<file path="config.mk">
export PLATFORM = sky130hd
export DESIGN_NAME = serial2_sync_port
export DESIGN_NICKNAME = d
export VERILOG_FILES = /design/src/common/serial2_pkg.sv /design/src/design/serial2_sync_port.sv
export SDC_FILE = /design/constraint.sdc
export NUM_CORES = 1
export LEC_CHECK = 0
export BUFFER_PORTS_ARGS = -buffer_cell sky130_fd_sc_hd__buf_2
export CORE_UTILIZATION = 55
export DETAILED_ROUTE_END_ITERATION = 12
export PLACE_DENSITY = 0.73
export SLEW_MARGIN = 20
export SYNTH_ARGS = -nofsm -noshare
export SYNTH_HDL_FRONTEND = slang
export SYNTH_HIERARCHICAL = 1
export SYNTH_SLANG_ARGS = --single-unit
</file>
<file path="constraint.sdc">
create_clock -name core_clk -period 8 [get_ports core_clk]
set_input_delay 1.2 -clock core_clk [delete_from_list [all_inputs] [get_ports core_clk]]
set_output_delay 1.2 -clock core_clk [all_outputs]
set_load 0.03 [all_outputs]
</file>
<file path="src/common/serial2_pkg.sv">
// Package of register offsets, field positions, reset values and timing constants.
package serial2_pkg;
   // --------------------------------------------------------------------------
   // Register map
   // --------------------------------------------------------------------------
   localparam logic [11:0] CTRL0_ADDR = 12'h37C;
   localparam logic [11:0] DATA_ADDR = 12'h380;
   localparam logic [11:0] STAT_ADDR = 12'h384;
   localparam logic [11:0] DIV_ADDR = 12'h388;
   localparam logic [11:0] MODE_ADDR = 12'h38C;
   // --------------------------------------------------------------------------
   // Control register 0 fields
   // --------------------------------------------------------------------------
   localparam int SRC_LSB = 0;
   localparam int SRC_MSB = 1;
   localparam int RES0_BIT = 2;
   localparam int EMPTY_BIT = 3;
   localparam int RES1_BIT = 4;
   localparam int UNASG_BIT = 5;
   localparam int POL_BIT = 6;
   localparam int ORDER_BIT = 7;
   localparam logic [7:0] CTRL0_RESET = 8'h18;
   localparam logic [1:0] SRC_F1 = 2'h0;
   localparam logic [1:0] SRC_F8 = 2'h1;
   localparam logic [1:0] SRC_F32 = 2'h2;
   localparam logic [4:0] PRE_F8 = 5'h07;
   localparam logic [4:0] PRE_F32 = 5'h1F;
   localparam logic [7:0] DIV_RESET = 8'h00;
   localparam logic [1:0] RESP_OKAY = 2'h0;
   localparam logic [1:0] RESP_SLVERR = 2'h2;
   localparam int DATA_BITS = 8;
   localparam int FIFO_DEPTH = 8;
endpackage

</file>
<file path="src/design/serial2_sync_port.sv">
// Serial channel two: control register 0, bus slave, FIFO and synchronous shifter.
`timescale 1ns/10ps
module serial2_fifo #(
   parameter int WIDTH = 8,
   parameter int DEPTH = 8
) (
   input wire logic core_clk,
   input wire logic rst,
   input wire logic inValid,
   output logic inReady,
   input wire logic [WIDTH-1:0] inData,
   output logic outValid,
   input wire logic outReady,
   output logic [WIDTH-1:0] outData
);
   localparam int AW = $clog2(DEPTH);
   logic [WIDTH-1:0] mem [DEPTH];
   logic [AW-1:0] wrPtr_ff;
   logic [AW-1:0] rdPtr_ff;
   logic [AW:0] count_ff;
   logic doWr;
   logic doRd;

   // Handshake terms; full and empty come straight from the count.
   assign inReady = (count_ff != (AW+1)'(DEPTH));
   assign outValid = (count_ff != '0);
   assign doWr = inValid && inReady;
   assign doRd = outValid && outReady;
   assign outData = mem[rdPtr_ff];

   // Storage array is written at the write pointer.
   always_ff @(posedge core_clk) begin
      if (doWr) begin
         mem[wrPtr_ff] <= inData;
      end
   end

   // Pointers and occupancy.
   always_ff @(posedge core_clk or posedge rst) begin
      if (rst) begin
         wrPtr_ff <= '0;
         rdPtr_ff <= '0;
         count_ff <= '0;
      end else begin
         if (doWr) begin
            wrPtr_ff <= (wrPtr_ff == AW'(DEPTH-1)) ? '0 : wrPtr_ff + 1'b1;
         end
         if (doRd) begin
            rdPtr_ff <= (rdPtr_ff == AW'(DEPTH-1)) ? '0 : rdPtr_ff + 1'b1;
         end
         count_ff <= count_ff + (AW+1)'(doWr) - (AW+1)'(doRd);
      end
   end
endmodule

module serial2_sync_port #(
   parameter int WIDTH = serial2_pkg::DATA_BITS,
   parameter int DEPTH = serial2_pkg::FIFO_DEPTH
) (
   input wire logic core_clk,
   input wire logic rst,
   input wire logic [11:0] s_axi_awaddr,
   input wire logic s_axi_awvalid,
   output logic s_axi_awready,
   input wire logic [31:0] s_axi_wdata,
   input wire logic [3:0] s_axi_wstrb,
   input wire logic s_axi_wvalid,
   output logic s_axi_wready,
   output logic [1:0] s_axi_bresp,
   output logic s_axi_bvalid,
   input wire logic s_axi_bready,
   input wire logic [11:0] s_axi_araddr,
   input wire logic s_axi_arvalid,
   output logic s_axi_arready,
   output logic [31:0] s_axi_rdata,
   output logic [1:0] s_axi_rresp,
   output logic s_axi_rvalid,
   input wire logic s_axi_rready,
   input wire logic xferClkIn,
   output logic xferClkOut,
   output logic xferClkOe,
   output logic txData,
   input wire logic rxData
);
   typedef enum logic [1:0] {IDLE, LOAD, SHIFT, DONE} shift_state_t;

   logic [7:0] ctrl_ff;
   logic [7:0] div_ff;
   logic extClk_ff;
   logic [11:0] awAddr_ff;
   logic awHeld_ff;
   logic [31:0] wData_ff;
   logic wHeld_ff;
   logic [11:0] arAddr_ff;
   logic [31:0] rData_ff;
   logic [1:0] rResp_ff;
   logic bValid_ff;
   logic [1:0] bResp_ff;
   logic rValid_ff;
   logic [WIDTH-1:0] rxWord_ff;
   logic rxFull_ff;
   logic [1:0] clkSync_ff;
   logic clkPrev_ff;
   logic [1:0] rxSync_ff;
   logic [4:0] pre_ff;
   logic [7:0] brg_ff;
   logic intClk_ff;
   shift_state_t state_ff;
   logic [WIDTH-1:0] shReg_ff;
   logic [WIDTH-1:0] rxShift_ff;
   logic [3:0] bitCnt_ff;
   logic txData_ff;
   logic fifoInValid;
   logic fifoInReady;
   logic fifoOutValid;
   logic fifoOutReady;
   logic [WIDTH-1:0] fifoOutData;
   logic doWrite;
   logic preTick;
   logic brgTick;
   logic linkClk;
   logic riseEdge;
   logic fallEdge;
   logic driveEdge;
   logic sampleEdge;
   logic txEmpty;
   logic [4:0] preMax;
   logic wLane0_ff;
   logic [7:0] ctrl0Read;

   // --------------------------------------------------------------------------
   // Bit-rate generator
   // --------------------------------------------------------------------------

   // Prescaler terminal count follows the clock-source field.
   always_comb begin
      case (ctrl_ff[serial2_pkg::SRC_MSB:serial2_pkg::SRC_LSB])
         serial2_pkg::SRC_F1: preMax = '0;
         serial2_pkg::SRC_F8: preMax = serial2_pkg::PRE_F8;
         serial2_pkg::SRC_F32: preMax = serial2_pkg::PRE_F32;
         default: preMax = serial2_pkg::PRE_F32; // Forbidden code, held at slowest.
      endcase
   end
   assign preTick = (pre_ff >= preMax);
   assign brgTick = preTick && (brg_ff == '0);

   // The fastest source lets the prescaler pass every core clock.
   src_fast_a: assert property (@(posedge core_clk) disable iff (rst)
      (ctrl_ff[serial2_pkg::SRC_MSB:serial2_pkg::SRC_LSB] == serial2_pkg::SRC_F1) |-> preTick)
      else $error("Prescaler stalled with the fastest source.");

   // Prescaler, divider and internal transfer clock (fi / 2(n+1)).
   always_ff @(posedge core_clk or posedge rst) begin
      if (rst) begin
         pre_ff <= '0;
         brg_ff <= '0;
         intClk_ff <= 1'b1;
      end else begin
         pre_ff <= preTick ? '0 : pre_ff + 1'b1;
         if (preTick) begin
            brg_ff <= (brg_ff == '0) ? div_ff : brg_ff - 1'b1;
         end
         // The clock parks at its idle level outside a frame and stops after the last bit.
         if (state_ff != SHIFT) begin
            intClk_ff <= ~ctrl_ff[serial2_pkg::POL_BIT];
         end else if (brgTick && bitCnt_ff != 4'(WIDTH)) begin
            intClk_ff <= ~intClk_ff;
         end
      end
   end

   // A frame always opens on the drive edge, so the clock must rest at its idle level.
   clk_idle_a: assert property (@(posedge core_clk) disable iff (rst)
      (state_ff != SHIFT) |=> (xferClkOut != $past(ctrl_ff[serial2_pkg::POL_BIT])))
      else $error("Internal transfer clock not parked at its idle level.");

   // --------------------------------------------------------------------------
   // Link side: synchronisers and edge finding
   // --------------------------------------------------------------------------

   // Two-stage synchronisers for the external clock and receive data.
   always_ff @(posedge core_clk or posedge rst) begin
      if (rst) begin
         clkSync_ff <= 2'h3;
         rxSync_ff <= 2'h3;
         clkPrev_ff <= 1'b1;
      end else begin
         clkSync_ff <= {clkSync_ff[0], xferClkIn};
         rxSync_ff <= {rxSync_ff[0], rxData};
         clkPrev_ff <= linkClk;
      end
   end
   assign linkClk = extClk_ff ? clkSync_ff[1] : intClk_ff;
   assign riseEdge = linkClk && !clkPrev_ff;
   assign fallEdge = !linkClk && clkPrev_ff;
   assign driveEdge = ctrl_ff[serial2_pkg::POL_BIT] ? riseEdge : fallEdge;
   assign sampleEdge = ctrl_ff[serial2_pkg::POL_BIT] ? fallEdge : riseEdge;
   assign xferClkOut = intClk_ff;
   assign xferClkOe = !extClk_ff;
   assign txData = txData_ff;
   assign txEmpty = (state_ff == IDLE);
   assign fifoOutReady = (state_ff == IDLE);

   // --------------------------------------------------------------------------
   // Shifter
   // --------------------------------------------------------------------------

   // Transmit/receive sequencer: one drive and one sample edge per bit.
   always_ff @(posedge core_clk or posedge rst) begin
      if (rst) begin
         state_ff <= IDLE;
         shReg_ff <= '0;
         rxShift_ff <= '0;
         bitCnt_ff <= '0;
         txData_ff <= 1'b1;
      end else begin
         case (state_ff)
            IDLE: begin
               if (fifoOutValid) begin
                  shReg_ff <= fifoOutData;
                  bitCnt_ff <= '0;
                  state_ff <= LOAD;
               end
            end
            LOAD: begin
               // One cycle lets the internal clock settle at its idle level.
               state_ff <= SHIFT;
            end
            SHIFT: begin
               if (driveEdge && bitCnt_ff != 4'(WIDTH)) begin
                  txData_ff <= ctrl_ff[serial2_pkg::ORDER_BIT] ? shReg_ff[WIDTH-1] : shReg_ff[0];
                  shReg_ff <= ctrl_ff[serial2_pkg::ORDER_BIT] ?
                     {shReg_ff[WIDTH-2:0], 1'b0} : {1'b0, shReg_ff[WIDTH-1:1]};
               end
               if (sampleEdge && bitCnt_ff != 4'(WIDTH)) begin
                  rxShift_ff <= ctrl_ff[serial2_pkg::ORDER_BIT] ?
                     {rxShift_ff[WIDTH-2:0], rxSync_ff[1]} : {rxSync_ff[1], rxShift_ff[WIDTH-1:1]};
                  bitCnt_ff <= bitCnt_ff + 1'b1;
               end
               if (bitCnt_ff == 4'(WIDTH)) begin
                  state_ff <= DONE;
               end
            end
            DONE: begin
               txData_ff <= 1'b1;
               state_ff <= IDLE;
            end
            default: state_ff <= IDLE;
         endcase
      end
   end

   // Empty flag reads 0 while a word occupies the shift register.
   empty_flag_a: assert property (@(posedge core_clk) disable iff (rst)
      (state_ff == SHIFT) |-> !ctrl0Read[serial2_pkg::EMPTY_BIT])
      else $error("Empty flag high during shifting.");
   order_first_a: assert property (@(posedge core_clk) disable iff (rst)
      (state_ff == SHIFT && driveEdge && bitCnt_ff == '0 && !ctrl_ff[serial2_pkg::ORDER_BIT])
      |=> txData_ff == $past(shReg_ff[0]))
      else $error("First bit not LSB.");
   drive_edge_a: assert property (@(posedge core_clk) disable iff (rst)
      $changed(txData_ff) && state_ff == SHIFT |-> $past(driveEdge))
      else $error("Transmit data changed off the drive edge.");
   order_msb_a: assert property (@(posedge core_clk) disable iff (rst)
      (state_ff == SHIFT && driveEdge && bitCnt_ff == '0 && ctrl_ff[serial2_pkg::ORDER_BIT])
      |=> txData_ff == $past(shReg_ff[WIDTH-1]))
      else $error("First bit not MSB.");

   // --------------------------------------------------------------------------
   // AXI4-Lite slave
   // --------------------------------------------------------------------------
   assign ctrl0Read = {ctrl_ff[serial2_pkg::ORDER_BIT], ctrl_ff[serial2_pkg::POL_BIT],
      1'b0, ctrl_ff[serial2_pkg::RES1_BIT], txEmpty, ctrl_ff[serial2_pkg::RES0_BIT],
      ctrl_ff[serial2_pkg::SRC_MSB:serial2_pkg::SRC_LSB]};
   assign s_axi_awready = !awHeld_ff;
   assign s_axi_wready = !wHeld_ff;
   assign s_axi_bvalid = bValid_ff;
   assign s_axi_bresp = bResp_ff;
   assign s_axi_arready = !rValid_ff;
   assign s_axi_rvalid = rValid_ff;
   assign s_axi_rdata = rData_ff;
   assign s_axi_rresp = rResp_ff;
   assign doWrite = awHeld_ff && wHeld_ff && !bValid_ff;
   assign fifoInValid = doWrite && awAddr_ff == serial2_pkg::DATA_ADDR && wLane0_ff;

   // Write address and data are captured independently, then answered together.
   always_ff @(posedge core_clk or posedge rst) begin
      if (rst) begin
         awHeld_ff <= 1'b0;
         wHeld_ff <= 1'b0;
         awAddr_ff <= '0;
         wData_ff <= '0;
         wLane0_ff <= 1'b0;
         bValid_ff <= 1'b0;
         bResp_ff <= serial2_pkg::RESP_OKAY;
      end else begin
         if (s_axi_awvalid && !awHeld_ff) begin
            awAddr_ff <= s_axi_awaddr;
            awHeld_ff <= 1'b1;
         end
         if (s_axi_wvalid && !wHeld_ff) begin
            wData_ff <= s_axi_wdata;
            wLane0_ff <= s_axi_wstrb[0]; // The strobe travels with its data word.
            wHeld_ff <= 1'b1;
         end
         if (doWrite && (awAddr_ff != serial2_pkg::DATA_ADDR || fifoInReady)) begin
            awHeld_ff <= 1'b0;
            wHeld_ff <= 1'b0;
            bValid_ff <= 1'b1;
            bResp_ff <= (awAddr_ff == serial2_pkg::CTRL0_ADDR || awAddr_ff ==
               serial2_pkg::DATA_ADDR || awAddr_ff == serial2_pkg::DIV_ADDR ||
               awAddr_ff == serial2_pkg::MODE_ADDR || awAddr_ff == serial2_pkg::STAT_ADDR)
               ? serial2_pkg::RESP_OKAY : serial2_pkg::RESP_SLVERR;
         end else if (s_axi_bready) begin
            bValid_ff <= 1'b0;
         end
      end
   end

   // Writable registers; the empty flag and unassigned bit ignore writes.
   always_ff @(posedge core_clk or posedge rst) begin
      if (rst) begin
         ctrl_ff <= serial2_pkg::CTRL0_RESET;
         div_ff <= serial2_pkg::DIV_RESET;
         extClk_ff <= 1'b0;
      end else if (doWrite && wLane0_ff) begin
         if (awAddr_ff == serial2_pkg::CTRL0_ADDR) begin
            // Flag and unassigned positions stay clear; the read path rebuilds them.
            ctrl_ff <= wData_ff[7:0] & ~((8'h01 << serial2_pkg::EMPTY_BIT) |
               (8'h01 << serial2_pkg::UNASG_BIT));
         end
         if (awAddr_ff == serial2_pkg::DIV_ADDR) begin
            div_ff <= wData_ff[7:0];
         end
         if (awAddr_ff == serial2_pkg::MODE_ADDR && state_ff == IDLE) begin
            extClk_ff <= wData_ff[0];
         end
      end
   end

   // Receive holding word, valid until status read by data read.
   always_ff @(posedge core_clk or posedge rst) begin
      if (rst) begin
         rxWord_ff <= '0;
         rxFull_ff <= 1'b0;
      end else if (state_ff == DONE) begin
         rxWord_ff <= rxShift_ff;
         rxFull_ff <= 1'b1; // Set wins over a same-cycle read.
      end else if (s_axi_arvalid && !rValid_ff && s_axi_araddr == serial2_pkg::DATA_ADDR) begin
         rxFull_ff <= 1'b0;
      end
   end

   // Read channel: one cycle from address to data.
   always_ff @(posedge core_clk or posedge rst) begin
      if (rst) begin
         rValid_ff <= 1'b0;
         rData_ff <= '0;
         rResp_ff <= serial2_pkg::RESP_OKAY;
      end else if (s_axi_arvalid && !rValid_ff) begin
         rValid_ff <= 1'b1;
         rResp_ff <= serial2_pkg::RESP_OKAY;
         case (s_axi_araddr)
            serial2_pkg::CTRL0_ADDR: rData_ff <= {24'h000000, ctrl0Read};
            serial2_pkg::DATA_ADDR: rData_ff <= {24'h000000, rxWord_ff};
            serial2_pkg::STAT_ADDR: rData_ff <= {29'h00000000, rxFull_ff, fifoInReady, txEmpty};
            serial2_pkg::DIV_ADDR: rData_ff <= {24'h000000, div_ff};
            serial2_pkg::MODE_ADDR: rData_ff <= {31'h00000000, extClk_ff};
            default: begin
               rData_ff <= '0;
               rResp_ff <= serial2_pkg::RESP_SLVERR;
            end
         endcase
      end else if (s_axi_rready) begin
         rValid_ff <= 1'b0;
      end
   end

   unassigned_zero_a: assert property (@(posedge core_clk) disable iff (rst)
      rValid_ff && $past(s_axi_araddr) == serial2_pkg::CTRL0_ADDR && $rose(rValid_ff)
      |-> !rData_ff[serial2_pkg::UNASG_BIT])
      else $error("Unassigned bit read as one.");

   serial2_fifo #(
      .WIDTH(WIDTH),
      .DEPTH(DEPTH)
   ) txFifo (
      .core_clk(core_clk),
      .rst(rst),
      .inValid(fifoInValid),
      .inReady(fifoInReady),
      .inData(wData_ff[WIDTH-1:0]),
      .outValid(fifoOutValid),
      .outReady(fifoOutReady),
      .outData(fifoOutData)
   );
endmodule

</file>
# Word-level counts from Yosys, hierarchy flattened
# Memories as Yosys holds them, arrays and structs flattened.
# Index checks and enable logic that the tools add are counted.
[totals] ram_bits=64 wordCells=156 n_memories=1 output_inout_bits=44 input_bits=69 register_bits=138
[op_classes] addsub=7 n_bitwise=2 n_eq_ne=25 mux=39 magnitude_cmp=1 n_reduce_logical=52
[mem_list] memory="txFifo.mem" words=8 word_bits=8 read_ports=1 rd_clocked_by_memory_dff=0 write_ports=1 line_no="serial2_sync_port.sv:17" rtl="logic [WIDTH-1:0] mem [DEPTH];"
[op_table] cell="$eq 12x10->1 const B" n=10
[op_table] cell="$mux 8" n=5
[op_table] cell="$pmux 8 s5" n=1
[op_table] cell="$logic_and 1x1->1" n=19
[op_table] cell="$mux 1" n=19
[op_table] cell="$pmux 8 s2" n=1
[op_table] cell="$reduce_bool 2->1" n=8
[op_table] cell="$ne 12x10->1 const B" n=1
[op_table] cell="$reduce_and 2->1" n=6
[op_table] cell="$pmux 5 s2" n=1
[op_table] cell="$logic_not 8->1" n=1
[op_table] cell="$mux 2" n=4
[op_table] cell="$mux 4" n=2
[op_table] cell="$ne 2x2->1 const B" n=4
[op_table] cell="$ne 4x4->1 const B" n=2
[op_table] cell="$pmux 2 s4" n=1
[op_table] cell="$pmux 4 s2" n=1
[op_table] cell="$sub 8x1->8 const B" n=1
[op_table] cell="$logic_not 1->1" n=7
[op_table] cell="$add 3x1->3 const B" n=2
[op_table] cell="$eq 3x3->1 const B" n=2
[op_table] cell="$mux 3" n=2
[op_table] cell="$reduce_and 3->1" n=2
[op_table] cell="$add 5x1->5 const B" n=1
[op_table] cell="other kinds (15)" n=23

# Longest topological paths before layout
[logic_depth] depth_word=7 mapped_depth=11 depth_no_buf=11

# By module
# The synthesis kept the hierarchy.
[by_module_without_submodules] mod="serial2_sync_port" cells_per_inst=446 area_each_um2=5032.3 seq_area_each_um2=2537.4 instances=1
[by_module_without_submodules] mod="serial2_fifo" cells_per_inst=150 area_each_um2=3095.5 seq_area_each_um2=2172.1 instances=1

# Worst setup path after synthesis
# Ideal clock, no wire load.
[synth_timing] kind="register to register" from="reg bValid_ff, in the netlist s_axi_bvalid" to="mem txFifo.mem[0][0], enable pin" period_less_slack_ns=2.527 slack_ns=5.473 setup_time_ns=0.395 stages_incl_launch_ff=7 arrival_ns=2.132 t_required_ns=7.605 n_path_buf=0 cell_sequence="dfrtp_1 > inv_1 > and4_1 > nand3_2 > nor3_1 > nand2_2 > nor4_1"
[synth_via] elab_chain_cells=7
[synth_lines] item="from (decl)" line_no="serial2_sync_port.sv:97" rtl="logic bValid_ff;"
[synth_lines] item="from (signal assigned)" line_no="serial2_sync_port.sv:294" rtl="bValid_ff <= 1'b0;"
[synth_lines] item="from (signal assigned)" line_no="serial2_sync_port.sv:309" rtl="bValid_ff <= 1'b1;"
[synth_lines] item="from (signal assigned)" line_no="serial2_sync_port.sv:315" rtl="bValid_ff <= 1'b0;"
[synth_lines] item="$logic_not 1->1" line_no="serial2_sync_port.sv:283" rtl="assign doWrite = awHeld_ff && wHeld_ff && !bValid_ff;"
[synth_lines] item="$logic_and 1x1->1" line_no="serial2_sync_port.sv:283"
[synth_lines] item="$logic_and 1x1->1 (2 in a row)" line_no="serial2_sync_port.sv:284" rtl="assign fifoInValid = doWrite && awAddr_ff == serial2_pkg::DATA_ADDR && wLane0_ff;"
[synth_lines] item="via fifoInValid" line_no="serial2_sync_port.sv:113" rtl="logic fifoInValid;"
[synth_lines] item="$logic_and 1x1->1" line_no="serial2_sync_port.sv:27" rtl="assign doWr = inValid && inReady;"
[synth_lines] item="$mux 1" line_no="serial2_sync_port.sv:33" rtl="if (doWr) begin"
[synth_lines] item="$mux 1 (not written as such)" line_no="serial2_sync_port.sv:34" rtl="mem[wrPtr_ff] <= inData;"
[synth_lines] item="to (decl)" line_no="serial2_sync_port.sv:17"
# The timed path passes the listed nets, and every way through them passes these cells.

# Worst setup path after layout
[layout_timing] from="reg awAddr_ff[10]" to="reg txFifo.count_ff[2]"
[layout_via] elab_chain_cells=6
[layout_lines] item="from (decl)" line_no="serial2_sync_port.sv:90" rtl="logic [11:0] awAddr_ff;"
[layout_lines] item="from (signal assigned)" line_no="serial2_sync_port.sv:298" rtl="awAddr_ff <= s_axi_awaddr;"
[layout_lines] item="$eq 12x10->1" line_no="serial2_sync_port.sv:284"
[layout_lines] item="$logic_and 1x1->1 (2 in a row)" line_no="serial2_sync_port.sv:284"
[layout_lines] item="via fifoInValid" line_no="serial2_sync_port.sv:113"
[layout_lines] item="$logic_and 1x1->1" line_no="serial2_sync_port.sv:27"
[layout_lines] item="$add 4x1->4" line_no="serial2_sync_port.sv:51" rtl="count_ff <= count_ff + (AW+1)'(doWr) - (AW+1)'(doRd);"
[layout_lines] item="$sub 4x1->4" line_no="serial2_sync_port.sv:51"
[layout_lines] item="to (signal assigned)" line_no="serial2_sync_port.sv:51"
[layout_lines] item="to (decl)" line_no="serial2_sync_port.sv:20" rtl="logic [AW:0] count_ff;"
# The timed path passes the listed nets, and every way through them passes these cells.
# A chain may end at the register's enable or synchronous reset.

==> flow_metrics.tcl <==
set metrics [dict create \
    status "complete, no violations" \
    rr_endpoint "txFifo/count_ff[2]" \
    syn2layout_area_growth_pct 12.3 \
    path_class "reg2reg" \
    cts.path.max_buffers 2 \
    slew_headroom_pct 34.4 \
    place_congestion 0.754 \
    met2_usage_pct 37.6 \
    diodes 0 \
    critPathTopFamily "simple AND/OR/NAND/NOR gates" \
    clk-insertion-delay-late_ps 430 \
    die_height_um 124 \
    synth-edff-count 64 \
    r2r-start "awAddr_ff[10]" \
    cts_root_buf "clkbuf_16" \
    final.min_clock_period_ps 2970 \
    num_vias 4955 \
    worst_pin_slew_ps 982 \
    final_antenna_net_count 0 \
    netlist_area_um2 8130 \
    post_cts_buffers 0 \
    postSynthAreaPerCell_um2 13.6 \
    worstSetupEndpointType "flip-flop" \
    ff2ff_setup_slack_ps 5030 \
    hp-class "reg2reg" \
    async_flop_share_pct 63.4 \
    r2r_cells 10 \
    start_util_pct 56.1 \
    wl_per_cell_um 18.5 \
    synthFlopType "dfrtp_1" \
    crit_cells 10 \
    crit_chain "nand4bb_1, nor3_4, nand3_2, nor3_1, nand2_2, ha_1, inv_1, ha_1, fa_1, xor2_1" \
    hpwl_um 10800 \
    place_ws_ps 4950 \
    grtUsageMet1_pct 30.4 \
    fmax_mhz 336 \
    cts.clk_slew.worst_paths_ps 60 \
    drt_iter0_markers 340 \
    fin_crit_sh_pct 37.2 \
    grt.busiest_layer "met2" \
    wl_um 15800 \
    synth.distinct_cells 65 \
    drv_slew 0 \
    worstPathArrival_ps 3290 \
    drc 0 \
    grt_setup_unrepaired "false" \
    viasPerCell 5.79 \
    totalNegativeSetupSlack_ps 0 \
    cts_tree "yes" \
    antenna_found_initial 0 \
    hold_viol_final 0 \
    cp_num_buf_inv 1 \
    cap_violations 0 \
    row_count 44 \
    crit_end "txFifo/count_ff[2]" \
    grt_first_pass_wirelength_um 25800 \
    grt_start_max_net_pins 70 \
    io_buffers 59 \
    slowest_stage "nor3_1" \
    core_area_um2 14500 \
    fp.dieArea_um2 15300 \
    critPathMaxStageDelay_ps 450 \
    track_usage_pct 23.0 \
    ys_warn_count 6 \
    cpMostUsedCell "ha_1" \
    hold_buffers 0 \
    cts-htree-levels 4 \
    cts_buffers 17 \
    grt_pass1_vias 5026 \
    critPathLaunchType "flip-flop" \
    die_width_um 124 \
    ir_worst_vdd_mv 0.264 \
    grt_overflow 0 \
    fin_worst_skew_ps 7.36 \
    leakage_uw 0.00389 \
    num_io_pins 113 \
    fin_ws_ps 5030 \
    layout.nets 751 \
    path_max_fanout 8 \
    dr.pass1.iters 5 \
    synthCells 596 \
    met3_usage_pct 5.49 \
    cts_resized 0 \
    setup_violations 0 \
    clock-sinks 175 \
    power_density_nw_per_um2 330 \
    synth.yosys.seq_area_share_pct 57.9 \
    drive_above_1_share_pct 29.2 \
    startpoint "awAddr_ff[10]" \
    ys_seq_elements 175 \
    crit_required_ps 8320 \
]
state kept, by name, summed over array words and instances (netlist names), 3 cells and up:
register         cells
wData_ff             8
div_ff               8
s_axi_rdata          8
awAddr_ff           12
bitCnt_ff            4
rxWord_ff            8
txFifo/count_ff      4
rxShift_ff           8
txFifo/rdPtr_ff      3
txFifo/mem          64
shReg_ff             8
txFifo/wrPtr_ff      3
ctrl_ff              6
pre_ff               5
brg_ff               8
cell usage after synthesis (all sizes together) (3+ instances only):
master	n	area (um2)
inv	27	101
and2	3	18.8
ha	22	275
and3	4	25.0
a221o	7	70.1
a211oi	3	22.5
mux2	67	788
a21oi	31	155
mux2i	18	184
dfstp	8	210
nand3b	3	22.5
nor4	3	18.8
xor2	4	35.0
nor3	17	96.4
nand2b	5	31.3
buf	35	259
nand3	9	50.1
nand2	17	68.8
o211ai	3	22.5
o21ai	14	70.1
edfxtp	64	1920
a211o	3	26.3
a22oi	7	52.6
dfrtp	103	2580
or3	3	18.8
nor4b	3	53.8
clkbuf	10	37.5
o21a	4	30.0
nor2	45	171
mux4	17	413
nor2b	10	62.6
layout by cell type, fill, tap and decap left out, types with 4 or more instances in the layout:
master,n
nand2_1,15
mux2_2,58
nor2_1,43
o21a_1,4
inv_1,26
conb_1,26
mux4_1,8
dfrtp_1,103
ha_1,22
nand2b_1,5
edfxtp_1,64
inv_6,4
nand3_1,8
clkbuf_16,17
o21ai_0,11
nor3_1,15
and3_1,4
mux2i_1,17
nor2b_1,10
xor2_1,4
a221o_1,7
buf_4,5
a22oi_1,7
dfstp_2,8
buf_2,59
a21oi_1,31
mux4_2,9
mux2_4,9
final cells by class:
cell class	count	area [um2]
fill	1061	5350
sequential	175	4710
multi-input combinational	374	3130
clock buffer	22	478
clock inverter	10	148
inverter	27	104
tap	184	230
timing repair buffer	64	333
layer usage:
metal | wire (um) | up-vias
met2 | 7870 | 141
met5 | 0 | -
met3 | 731 | 19
met1 | 7010 | 2517
met4 | 228 | 0
li1 | - | 2278
kinds of logic after synthesis:
kind of cell,synth area share [%]
other,0.0461
muxes,17.0
DFF,57.9
and+or+nand+nor,9.16
buffers and inverters,4.90
adders and majority gates,3.63
AOI/OAI and AO/OA,6.74
xor gates and xnor gates,0.539
where the power goes:
| part | internal [uW] | total [uW] | switching (uW) |
|---|---|---|---|
| registers | 1140 | 1390 | 244 |
| logic | 398 | 755 | 357 |
| clock network | 524 | 871 | 347 |
stage by stage:
| stage | power (uW) | cell area [um2] | hold WS (ps) | cells | util (%) |
|---|---|---|---|---|---|
| floorplan | 1960 | 8220 | 345 | 621 | - |
| finish | 3010 | 9130 | 356 | 856 | 63.0 |
| global route | 3180 | 9130 | 358 | 856 | 63.0 |
| detailed placement | 2160 | 8500 | 347 | 824 | 58.7 |
| CTS | 3030 | 9120 | 359 | 856 | 63.0 |
| global placement | 2090 | 8490 | 350 | 824 | 58.6 |
worst min-delay path by stage:
| stage | endpoint | from | cells past startpoint | slack (ps) |
|---|---|---|---|---|
| 2_1_floorplan | clkSync_ff[1] | clkSync_ff[0] | 0 | 350 |
| 3_3_place_gp | clkSync_ff[1] | clkSync_ff[0] | 0 | 350 |
| 3_5_place_dp | clkSync_ff[1] | clkSync_ff[0] | 0 | 350 |
| 4_1_cts | clkSync_ff[1] | clkSync_ff[0] | 0 | 360 |
| 5_1_grt | clkSync_ff[1] | clkSync_ff[0] | 0 | 360 |
| 6_report | clkSync_ff[1] | clkSync_ff[0] | 0 | 360 |
(Power assumes the default switching activity.)
